## config.mk

```make
export PLATFORM = sky130hd
export DESIGN_NAME = sitp_target_port
export DESIGN_NICKNAME = d
export VERILOG_FILES = /design/src/hw/sitp_pin_sync.v /design/src/hw/sitp_target_port.v /design/src/hw/sitp_watchdog.v
export VERILOG_INCLUDE_DIRS = /design/src /design/src/hw
export SDC_FILE = /design/constraint.sdc
export NUM_CORES = 1
export LEC_CHECK = 0
export ABC_AREA = 1
export BUFFER_PORTS_ARGS = -buffer_cell sky130_fd_sc_hd__clkbuf_2
export CAP_MARGIN = 10
export CORE_MARGIN = 2
export CORE_UTILIZATION = 37
export DETAILED_ROUTE_END_ITERATION = 8
export PLACE_DENSITY_LB_ADDON = 0.15
export SLEW_MARGIN = 20
export SYNTH_ARGS = -nofsm -noshare
export SYNTH_HDL_FRONTEND = slang
export SYNTH_HIERARCHICAL = 1
export SYNTH_SLANG_ARGS = --single-unit
```

## constraint.sdc

```tcl
create_clock -name clock -period 3.2 [get_ports clock]
set_clock_uncertainty 0.1 [all_clocks]
set_input_delay 0.32 -clock clock [delete_from_list [all_inputs] [get_ports clock]]
set_output_delay 0.32 -clock clock [all_outputs]
set_load 0.01 [all_outputs]
```

## src/hw/sitp_defs.vh

```
/*
 * Shared constants of the sensor I2C target port: bus addresses,
 * watchdog control byte layout, reset values and watchdog timing.
 * Assumes inclusion by bare name from the design files under hw/.
 */
`ifndef SITP_DEFS_VH
`define SITP_DEFS_VH

// target addresses chosen by the address-select pin
`define SITP_TGT_ADDR_LO 7'h18
`define SITP_TGT_ADDR_HI 7'h19

// register byte that holds the watchdog control bits
`define SITP_WDT_CTRL_ADDR 8'h34
`define SITP_WDT_EN_BIT 2
`define SITP_WDT_SEL_BIT 1
`define SITP_WDT_EN_RST 1'b0
`define SITP_WDT_SEL_RST 1'b0

// read start pointer before any register address was written
`define SITP_RD_START_RST 8'h00

// watchdog periods in ms, and the system clock rate in kHz
`define SITP_WDT_SHORT_MS 1
`define SITP_WDT_LONG_MS 50
`define SITP_CLK_KHZ 125000

`endif

```

## src/hw/sitp_pin_sync.v

```verilog
/*
 * Two-flop synchronisers for the bus pins and the address-select pin,
 * with one extra stage per bit so the caller can find edges.
 * Assumes asynchronous pin inputs and the system clock domain.
 */
`timescale 1ns/100ps
module sitp_pin_sync #(
    parameter WIDTH = 3,
    parameter [WIDTH-1:0] IDLE_LVL = {WIDTH{1'b1}}
) (
    // clock and reset
    input wire clock,
    input wire reset_n,
    // raw pins
    input wire [WIDTH-1:0] pin_in,
    // synchronised level and its value one cycle earlier
    output reg [WIDTH-1:0] level_ff,
    output reg [WIDTH-1:0] prev_ff
);

    reg [WIDTH-1:0] meta_ff;

    // first stage feeds only the second; bus lines idle high
    always @(posedge clock or negedge reset_n) begin
        if (!reset_n) begin
            meta_ff <= IDLE_LVL;
            level_ff <= IDLE_LVL;
            prev_ff <= IDLE_LVL;
        end else begin
            meta_ff <= pin_in;
            level_ff <= meta_ff;
            prev_ff <= level_ff;
        end
    end

endmodule // sitp_pin_sync

```

## src/hw/sitp_target_port.v

```verilog
/*
 * I2C target port of a sensor: address match, register address and
 * single-byte writes, auto-incrementing reads, lock-up watchdog.
 * Assumes open-drain pins resolved outside, a register file on the same
 * clock answering rd_addr combinationally on rd_data, and the bus clock
 * well below a sixth of the system clock.
 */
`timescale 1ns/100ps
`include "sitp_defs.vh"

module sitp_target_port #(
    parameter WDT_SHORT_CYC = `SITP_WDT_SHORT_MS * `SITP_CLK_KHZ,
    parameter WDT_LONG_CYC = `SITP_WDT_LONG_MS * `SITP_CLK_KHZ,
    parameter WDT_CNT_W = 23
) (
    // clock and reset
    input wire clock,
    input wire reset_n,
    // bus pins, open drain
    input wire serial_clock_pin,
    input wire serial_data_pin_in,
    output reg serial_data_pin_out_ff,
    output reg serial_data_pin_oe_ff,
    // address select strap
    input wire addr_sel_pin,
    // register write request
    output reg reg_wr_strobe_ff,
    output reg [7:0] reg_wr_addr_ff,
    output reg [7:0] reg_wr_data_ff,
    // register read port
    output reg [7:0] reg_rd_addr_ff,
    input wire [7:0] reg_rd_data,
    // status
    output reg bus_busy_ff,
    output reg wdt_enable_ff,
    output reg wdt_long_ff,
    output reg wdt_reset_ff
);

    // engine states; S_WAIT parks the port until the next start or stop
    localparam [3:0] S_IDLE = 4'h0;
    localparam [3:0] S_ADDR = 4'h1;
    localparam [3:0] S_ACK_ADDR = 4'h2;
    localparam [3:0] S_REG = 4'h3;
    localparam [3:0] S_ACK_REG = 4'h4;
    localparam [3:0] S_DATA = 4'h5;
    localparam [3:0] S_ACK_DATA = 4'h6;
    localparam [3:0] S_TX = 4'h7;
    localparam [3:0] S_TX_ACK = 4'h8;
    localparam [3:0] S_TX_NEXT = 4'h9;
    localparam [3:0] S_WAIT = 4'hA;

    // synchronised pins and the watchdog pulse
    wire [2:0] pin_level;
    wire [2:0] pin_prev;
    wire wdt_fire;

    // engine state, bit count, shift register, remembered read start
    reg [3:0] st_ff;
    reg [3:0] bit_cnt_ff;
    reg [7:0] shreg_ff;
    reg [7:0] rd_start_ff;
    reg scl_low_seen_ff;

    // bit 2 clock, bit 1 data, bit 0 address select
    sitp_pin_sync #(
        .WIDTH(3),
        .IDLE_LVL(3'h6)
    ) u_sync (
        .clock(clock),
        .reset_n(reset_n),
        .pin_in({serial_clock_pin, serial_data_pin_in, addr_sel_pin}),
        .level_ff(pin_level),
        .prev_ff(pin_prev)
    );

    // edges and bus conditions seen through the synchronisers
    wire scl = pin_level[2];
    wire sda = pin_level[1];
    wire scl_rise = pin_level[2] & ~pin_prev[2];
    wire scl_fall = ~pin_level[2] & pin_prev[2];
    wire start_det = scl & pin_prev[2] & pin_prev[1] & ~sda;
    wire stop_det = scl & pin_prev[2] & ~pin_prev[1] & sda;
    // stop counts only once the clock went low after the start
    wire stop_ok = stop_det & scl_low_seen_ff;

    // only 7-bit addresses exist; the strap picks one of two
    function [6:0] target_addr;
        input sel;
        begin
            target_addr = sel ? `SITP_TGT_ADDR_HI : `SITP_TGT_ADDR_LO;
        end
    endfunction

    // byte shifted in, msb first; on the eighth bit the direction bit
    function [7:0] shift_in;
        input [7:0] cur;
        input bit_in;
        begin
            shift_in = {cur[6:0], bit_in};
        end
    endfunction

    // the watchdog only ever sees the port pulling the data line
    sitp_watchdog #(
        .CNT_W(WDT_CNT_W),
        .SHORT_CYC(WDT_SHORT_CYC),
        .LONG_CYC(WDT_LONG_CYC)
    ) u_wdt (
        .clock(clock),
        .reset_n(reset_n),
        .enable(wdt_enable_ff),
        .long_sel(wdt_long_ff),
        .holding(serial_data_pin_oe_ff),
        .activity(scl_rise | scl_fall),
        .timeout_ff(wdt_fire)
    );

    // protocol engine: samples on clock rise, changes data on clock fall
    // bus timing leaves several system clocks between a fall and the next rise
    always @(posedge clock or negedge reset_n) begin
        if (!reset_n) begin
            st_ff <= S_IDLE;
            bit_cnt_ff <= 4'h0;
            shreg_ff <= 8'h00;
            rd_start_ff <= `SITP_RD_START_RST;
            scl_low_seen_ff <= 1'b0;
            serial_data_pin_out_ff <= 1'b0;
            serial_data_pin_oe_ff <= 1'b0;
            reg_wr_strobe_ff <= 1'b0;
            reg_wr_addr_ff <= 8'h00;
            reg_wr_data_ff <= 8'h00;
            reg_rd_addr_ff <= `SITP_RD_START_RST;
            bus_busy_ff <= 1'b0;
            wdt_enable_ff <= `SITP_WDT_EN_RST;
            wdt_long_ff <= `SITP_WDT_SEL_RST;
            wdt_reset_ff <= 1'b0;
        end else begin
            // pulses drop back by themselves after one cycle
            reg_wr_strobe_ff <= 1'b0;
            wdt_reset_ff <= wdt_fire;
            // line only ever pulled low; the pull-up makes the high
            serial_data_pin_out_ff <= 1'b0;
            if (scl_fall) begin
                scl_low_seen_ff <= 1'b1;
            end
            // checked first: a stuck bus is freed even during a start or stop
            if (wdt_fire) begin
                // let go of the bus and forget the transfer
                st_ff <= S_IDLE;
                serial_data_pin_oe_ff <= 1'b0;
                bus_busy_ff <= 1'b0;
                bit_cnt_ff <= 4'h0;
            end else if (start_det) begin
                // plain or repeated start both restart address phase
                st_ff <= S_ADDR;
                bus_busy_ff <= 1'b1;
                serial_data_pin_oe_ff <= 1'b0;
                bit_cnt_ff <= 4'h0;
                scl_low_seen_ff <= 1'b0;
            end else if (stop_ok) begin
                // genuine stop; an early one falls through unnoticed
                st_ff <= S_IDLE;
                bus_busy_ff <= 1'b0;
                serial_data_pin_oe_ff <= 1'b0;
                bit_cnt_ff <= 4'h0;
            end else begin
                // flow: address, then register and one data byte for a write,
                // or sent bytes until the controller stops acknowledging;
                // a foreign address or a surplus byte parks the engine
                case (st_ff)
                    // receive one byte; the fall after the eighth rise ends it
                    S_ADDR, S_REG, S_DATA: begin
                        if (scl_rise) begin
                            shreg_ff <= shift_in(shreg_ff, sda);
                            bit_cnt_ff <= bit_cnt_ff + 4'h1;
                        end else if (scl_fall && bit_cnt_ff == 4'h8) begin
                            bit_cnt_ff <= 4'h0;
                            if (st_ff == S_ADDR) begin
                                // no 10-bit header can ever match these
                                if (shreg_ff[7:1] == target_addr(pin_level[0])) begin
                                    serial_data_pin_oe_ff <= 1'b1;
                                    st_ff <= S_ACK_ADDR;
                                    // direction bit chosen here, read or write
                                    if (shreg_ff[0]) begin
                                        reg_rd_addr_ff <= rd_start_ff;
                                    end
                                end else begin
                                    st_ff <= S_WAIT;
                                end
                            end else if (st_ff == S_REG) begin
                                rd_start_ff <= shreg_ff;
                                reg_wr_addr_ff <= shreg_ff;
                                serial_data_pin_oe_ff <= 1'b1;
                                st_ff <= S_ACK_REG;
                            end else begin
                                // single byte stored at the register just sent
                                reg_wr_data_ff <= shreg_ff;
                                reg_wr_strobe_ff <= 1'b1;
                                if (reg_wr_addr_ff == `SITP_WDT_CTRL_ADDR) begin
                                    wdt_enable_ff <= shreg_ff[`SITP_WDT_EN_BIT];
                                    wdt_long_ff <= shreg_ff[`SITP_WDT_SEL_BIT];
                                end
                                serial_data_pin_oe_ff <= 1'b1;
                                st_ff <= S_ACK_DATA;
                            end
                        end
                    end
                    // ninth clock of the address byte; our acknowledge stands
                    S_ACK_ADDR: begin
                        if (scl_fall) begin
                            if (shreg_ff[0]) begin
                                // first read bit goes out on this same fall
                                shreg_ff <= reg_rd_data;
                                serial_data_pin_oe_ff <= ~reg_rd_data[7];
                                st_ff <= S_TX;
                            end else begin
                                serial_data_pin_oe_ff <= 1'b0;
                                st_ff <= S_REG;
                            end
                        end
                    end
                    // register byte acknowledged; release and wait for data
                    S_ACK_REG: begin
                        if (scl_fall) begin
                            serial_data_pin_oe_ff <= 1'b0;
                            st_ff <= S_DATA;
                        end
                    end
                    S_ACK_DATA: begin
                        // later bytes are left unacknowledged, never stored
                        if (scl_fall) begin
                            serial_data_pin_oe_ff <= 1'b0;
                            st_ff <= S_WAIT;
                        end
                    end
                    // count rises; every fall but the last puts out the next bit
                    S_TX: begin
                        if (scl_rise) begin
                            bit_cnt_ff <= bit_cnt_ff + 4'h1;
                        end else if (scl_fall) begin
                            if (bit_cnt_ff == 4'h8) begin
                                // hand the ninth clock to the controller
                                serial_data_pin_oe_ff <= 1'b0;
                                bit_cnt_ff <= 4'h0;
                                st_ff <= S_TX_ACK;
                            end else begin
                                shreg_ff <= {shreg_ff[6:0], 1'b0};
                                serial_data_pin_oe_ff <= ~shreg_ff[6];
                            end
                        end
                    end
                    // the controller owns the ninth clock of every sent byte
                    S_TX_ACK: begin
                        if (scl_rise) begin
                            reg_rd_addr_ff <= reg_rd_addr_ff + 8'h01;
                            // high during the ninth clock means no more bytes
                            st_ff <= sda ? S_WAIT : S_TX_NEXT;
                        end
                    end
                    S_TX_NEXT: begin
                        // read data has had many cycles to follow the address
                        if (scl_fall) begin
                            shreg_ff <= reg_rd_data;
                            serial_data_pin_oe_ff <= ~reg_rd_data[7];
                            st_ff <= S_TX;
                        end
                    end
                    S_WAIT: begin
                        // passive until the next start or stop
                        serial_data_pin_oe_ff <= 1'b0;
                    end
                    // unused codes drop back to idle rather than hang
                    default: begin
                        serial_data_pin_oe_ff <= 1'b0;
                        st_ff <= S_IDLE;
                    end
                endcase
            end
        end
    end

endmodule // sitp_target_port

```

## src/hw/sitp_watchdog.v

```verilog
/*
 * Lock-up watchdog: counts while the port pulls the data line low with
 * no clock activity, and pulses once when the chosen period runs out.
 * Assumes inputs from logic on the same clock.
 */
`timescale 1ns/100ps
module sitp_watchdog #(
    parameter CNT_W = 23,
    parameter SHORT_CYC = 125000,
    parameter LONG_CYC = 6250000
) (
    // clock and reset
    input wire clock,
    input wire reset_n,
    // control
    input wire enable,
    input wire long_sel,
    // observed activity
    input wire holding,
    input wire activity,
    // one-cycle timeout
    output reg timeout_ff
);

    // limits worked out at full width, then cut to the counter on purpose
    localparam [31:0] SHORT_FULL = SHORT_CYC - 1;
    localparam [31:0] LONG_FULL = LONG_CYC - 1;
    localparam [CNT_W-1:0] SHORT_LIM = SHORT_FULL[CNT_W-1:0];
    localparam [CNT_W-1:0] LONG_LIM = LONG_FULL[CNT_W-1:0];

    reg [CNT_W-1:0] cnt_ff;
    wire [CNT_W-1:0] limit = long_sel ? LONG_LIM : SHORT_LIM;

    // any clock edge or release proves the bus is not stuck on us
    always @(posedge clock or negedge reset_n) begin
        if (!reset_n) begin
            cnt_ff <= {CNT_W{1'b0}};
            timeout_ff <= 1'b0;
        end else begin
            timeout_ff <= 1'b0;
            if (!enable || !holding || activity) begin
                cnt_ff <= {CNT_W{1'b0}};
            end else if (cnt_ff >= limit) begin
                cnt_ff <= {CNT_W{1'b0}};
                timeout_ff <= 1'b1;
            end else begin
                cnt_ff <= cnt_ff + {{(CNT_W-1){1'b0}}, 1'b1};
            end
        end
    end

endmodule // sitp_watchdog
```

==> results.yml, run 1 <==
clock_network:
  root_buffer: "clkbuf_16"
  clock_path_buffers: 2
  cts_made_buffers: 9
  clk_latency_ps: 340
  clkSinkCount: 79
  cts.htree.levels: 3
  cts_tree: "built"
  clkTransAtPathRegs_ps: 60
  cts_resized: 0
pwr:
  ir_drop_uv: 252
  power.density_nw_per_um2: 517
  leakage_uw: 0.00309
timing:
  layout_min_cycle_time_ps: 2330
  tns_ps: 0
  finalMaxSlewViolations: 0
  max_freq_mhz: 428
  hold_viol: 0
  slew_headroom_pct: 50.3
  worst_pin_slew_ps: 745
  setup_slack_ps: 865
  rsz0062_at_grt: "false"
  period_share_pct: 73.0
  setup_viol_count_final: 0
global_routing:
  grt_pass1_wl_um: 23000
  grt_pass1_vias: 4477
  antenna_found_initial: 0
  overflow: 0
  grt_use_total_pct: 19.6
  grt_max_degree: 80
final_layout:
  layout_common_cells: "nand2_1 (201), inv_1 (95), nor2_1 (80)"
  final_nets: 797
  drive_gt1_share_pct: 19.2
  syn_to_final_growth_pct: 14.5
  fin_area_sq_um: 6010
  final_util_pct: 43.3
  nFillCells: 1455
  mostFrequentLayoutCell: "nand2_1"
  fin_cells: 950
  diodes: 0
critical_path:
  endpoint_kind: "flop"
  critical_path.startpoint_type: "flop"
  required_ps: 3360
  crit_path_max_fanout: 24
  crit_type: "flop to flop"
  cp.arrival_ps: 2490
floorplanning:
  die_h_um: 123
  dieArea_sq_um: 15200
  die_x_um: 123
  start_util_pct: 37.8
  fp.coreArea_sq_um: 13900
  rows: 43
  ioPinCount: 44
placed_design:
  placement.io_buffers: 42
  placed_cells: 930
  hpwlAfterDp_um: 10200
  place_congestion: 0.966
  dpl-instance-area_sq_um: 5600
  pre_cts_slack_ps: 853
detailed_routing:
  wl_per_cell_um: 14.4
  vias: 4655
  totalWireLength_um: 13700
  first_pass_iters: 5
  ant_nets: 0
  first_iter_violations: 352
  routed_via_density: 4.90
  drcViolationCount: 0
yosys:
  syn_area_sq_um: 5250
  postSynthAreaPerCell_sq_um: 7.31
  synthCells: 718
  synth_nets: 750
  yosysWarnings: 6
hold_path:
  hp-class: "input pin to flop"
status:
  status: "finished, final reports clean"
run:
  cap_violations: 0
power by group:
part           internal [uW]  switching (uW)
Combinational            188             429
Sequential              1100            98.9
Clock                    866             425
Total                   2150             953
state kept, by name, summed over array words and instances, names as in the netlist, 2 cells and up:
register         cells
u_wdt/cnt_ff        23
rd_start_ff          8
reg_rd_addr_ff       8
reg_wr_data_ff       8
shreg_ff             8
bit_cnt_ff           4
st_ff                4
u_sync/level_ff      3
u_sync/meta_ff       3
u_sync/prev_ff       2
timing repair:
| item | 4_1_cts | 5_1_grt |
|---|---|---|
| hold buffers | 3 | 1 |
| setup buffers | 0 | 0 |
| endpoints found under the hold margin | 3 | 29 |
| endpoints found under the setup margin | 0 | 0 |
routing by layer:
| metal | routed length [um] | global-route usage [%] | part of all wire (%) | vias up |
|---|---|---|---|---|
| met1 | 6990 | 29.1 | 51 | 2150 |
| met3 | 669 | 3.97 | 4.9 | 10 |
| met2 | 5860 | 28.4 | 43 | 117 |
| met5 | 0 | 0 | 0 | - |
| met4 | 148 | 6.04 | 1.1 | 0 |
| li1 | - | - | - | 2378 |
critical path, cell delays in order (launching register included):
cell and delay (ps):
dfrtp_1 440, inv_1 290, ha_1 320, nand2_1 100, inv_1 40, nand2_1 50, nand2_1 60, a21oi_2 170
nand4_4 410, nor2_1 250
final cells by class:
cell class	instances	area (sq um)	share of cell area, %
Tap cell	180	225	3.75
Timing Repair Buffer	47	264	4.39
Inverter	101	379	6.31
Sequential cell	79	1980	33.0
Multi-Input combinational cell	527	2790	46.4
Clock buffer	11	243	4.04
Clock inverter	5	129	2.14
worst paths after layout:
path	startpoint	endpoint	slack, ps	depth (start not counted)
setup / recovery	wdt_long_ff$_DFFE_PN0P_	u_wdt/cnt_ff[19]$_DFF_PN0_	870	9
hold / removal	reg_rd_data[0]	shreg_ff[0]$_DFFE_PN0P_	220	3
setup reg to reg	wdt_long_ff$_DFFE_PN0P_	u_wdt/cnt_ff[19]$_DFF_PN0_	870	9
hold reg to reg	u_sync/meta_ff[0]$_DFF_PN0_	u_sync/level_ff[0]$_DFF_PN0_	250	0
max in group asynchronous	reset_n	shreg_ff[3]$_DFFE_PN0P_	2010	2
min in group asynchronous	reset_n	st_ff[1]$_DFFE_PN0P_	440	2
stage by stage:
step / hold WS (ps) / total power, uW
floorplan: -75.6 / 1630
global placement: 244 / 1830
detailed placement: 241 / 1840
CTS: 98.2 / 3140
global route: 247 / 3300
finish: 217 / 3110
No activity file was read; power rests on OpenSTA's default activity.
==> inputs of run 2 (changes only) <==
Clock period 3.2 ns to 2 ns, I/O delays scaled along.
==> results.yml, run 2 (synthesis gave the netlist of run 1 again) <==
clock_network:
  clkSinkCount: 79
  clkTransAtPathRegs_ps: 70
  cts_tree: "built"
  root_buffer: "clkbuf_16"
  cts.htree.levels: 3
  cts_made_buffers: 9
  clk_latency_ps: 350
  clock_path_buffers: 2
detailed_routing:
  first_pass_iters: 5
  first_iter_violations: 358
  routed_via_density: 4.97
  wl_per_cell_um: 15.0
  ant_nets: 0
  vias: 5020
  drcViolationCount: 0
  totalWireLength_um: 15200
timing:
  rsz0062_at_grt: "true"
  finalMaxSlewViolations: 0
  layout_min_cycle_time_ps: 2080
  period_share_pct: 104
  setup_viol_count_final: 24
  hold_viol: 0
  max_freq_mhz: 480
  setup_slack_ps: -82.9
pwr:
  ir_drop_uv: 392
  power.density_nw_per_um2: 710
  leakage_uw: 0.00344
  power_uw: 4860
floorplanning:
  die_h_um: 123
  dieArea_sq_um: 15200
  rows: 43
  ioPinCount: 44
  die_x_um: 123
  start_util_pct: 37.8
  fp.coreArea_sq_um: 13900
final_layout:
  drive_gt1_share_pct: 32.4
  diodes: 0
  syn_to_final_growth_pct: 30.4
  final_nets: 858
  largest_register: "u_wdt/cnt_ff"
  largest_reg_flops: 23
  layout_common_cells: "nand2_1 (189), inv_1 (88), dfrtp_1 (70)"
  mostFrequentLayoutCell: "nand2_1"
placed_design:
  hpwlAfterDp_um: 11100
  pre_cts_slack_ps: -160
  placement.io_buffers: 42
  place_congestion: 0.903
global_routing:
  grt_max_degree: 28
  grt_pass1_vias: 4861
  grt_pass1_wl_um: 24500
  grt_use_total_pct: 20.8
  antenna_found_initial: 0
  overflow: 0
status:
  status: "finished with violations"
  violations: "negative setup slack"
critical_path:
  r2r_end: "u_wdt/cnt_ff[16]$_DFF_PN0_"
  crit_end: "u_wdt/cnt_ff[16]$_DFF_PN0_"
  critical_path.startpoint: "wdt_long_ff$_DFFE_PN0P_"
  reg2regPathDepth: 9
  cp.arrival_ps: 2260
  required_ps: 2180
  endpoint_kind: "flop"
  r2r_slack_ps: -80
  r2r-start: "wdt_long_ff$_DFFE_PN0P_"
  crit_type: "flop to flop"
  critical_path.startpoint_type: "flop"
  crit_path_max_fanout: 6
run:
  cap_violations: 0
hold_path:
  hp-class: "input pin to flop"
  whs_path_depth: 5
## run 2: cell types whose count changed in the layout (fill, tap and decap cells not counted), moves of 9 or more
cell,before,now
nor2_2,18,32
nor2_1,80,61
ha_1,19,8
nand2_1,201,189
nand2_2,8,17
buf_4,1,49
ha_4,0,11
## run 2: layout make-up
type / count / area [sq um]
Fill cell: 1389 / 7030
Multi-Input combinational cell: 529 / 3130
Sequential cell: 79 / 1990
Timing Repair Buffer: 106 / 815
Inverter: 101 / 388
Clock buffer: 10 / 229
Tap cell: 180 / 225
Clock inverter: 6 / 72.6
## run 2: worst min-delay path by stage
stage / startpoint / end / slack (ps)
2_1_floorplan: reset_n / bit_cnt_ff[0]$_DFFE_PN0P_ / -200
3_3_place_gp: reset_n / st_ff[0]$_DFFE_PN0P_ / -2
3_5_place_dp: reset_n / st_ff[0]$_DFFE_PN0P_ / -2
4_1_cts: reg_rd_data[6] / shreg_ff[6]$_DFFE_PN0P_ / 80
5_1_grt: reg_rd_data[6] / shreg_ff[6]$_DFFE_PN0P_ / 110
6_report: reg_rd_data[6] / shreg_ff[6]$_DFFE_PN0P_ / 90
## run 2: worst max-delay path, stage by stage, from the launching register on
cell and delay [ps]:
dfrtp_1 390, clkinvlp_4 170, buf_4 180, ha_4 250, a21oi_1 170, nand2_1 90
a21oi_2 170, nand4_4 190, clkbuf_16 230, nor2_2 90
## run 2: stage by stage
stage	utilization [%]	instances	area [sq um]	hold WS [ps]	TNS, ps
2_1_floorplan	-	718	5250	-196	0
3_3_place_gp	43.2	977	6000	-2.17	-1070
3_5_place_dp	43.2	977	6000	-2.32	-2240
4_1_cts	46.1	1001	6390	78.6	-1450
5_1_grt	49.3	1011	6850	114	-3480
6_report	49.3	1011	6850	91.0	-1430
## run 2: what timing repair did
item / CTS / global route
buffers inserted: 4 / 5
hold buffers: 4 / 0
endpoints found under the hold margin: 81 / 0
endpoints found under the setup margin: 52 / 65
gates cloned: 0 / 5
gates resized for setup: 8 / 80
pin swaps: 0 / 28
## run 2: power by group
part | total, uW | switching [uW] | leakage (uW) | internal, uW
clock | 1700 | 727 | 0.000143 | 977
sequential | 1910 | 152 | 0.00105 | 1760
combinational | 1240 | 784 | 0.00224 | 460
## run 2: per-layer routing
layer  track usage (%)  up-vias  part of all wire (%)
li1                  -     2504                     -
met1              30.7     2373                    50
met2              31.0      130                    44
met3              3.60       13                   5.2
met4              5.82        0                   1.4
met5                 0        -                     0
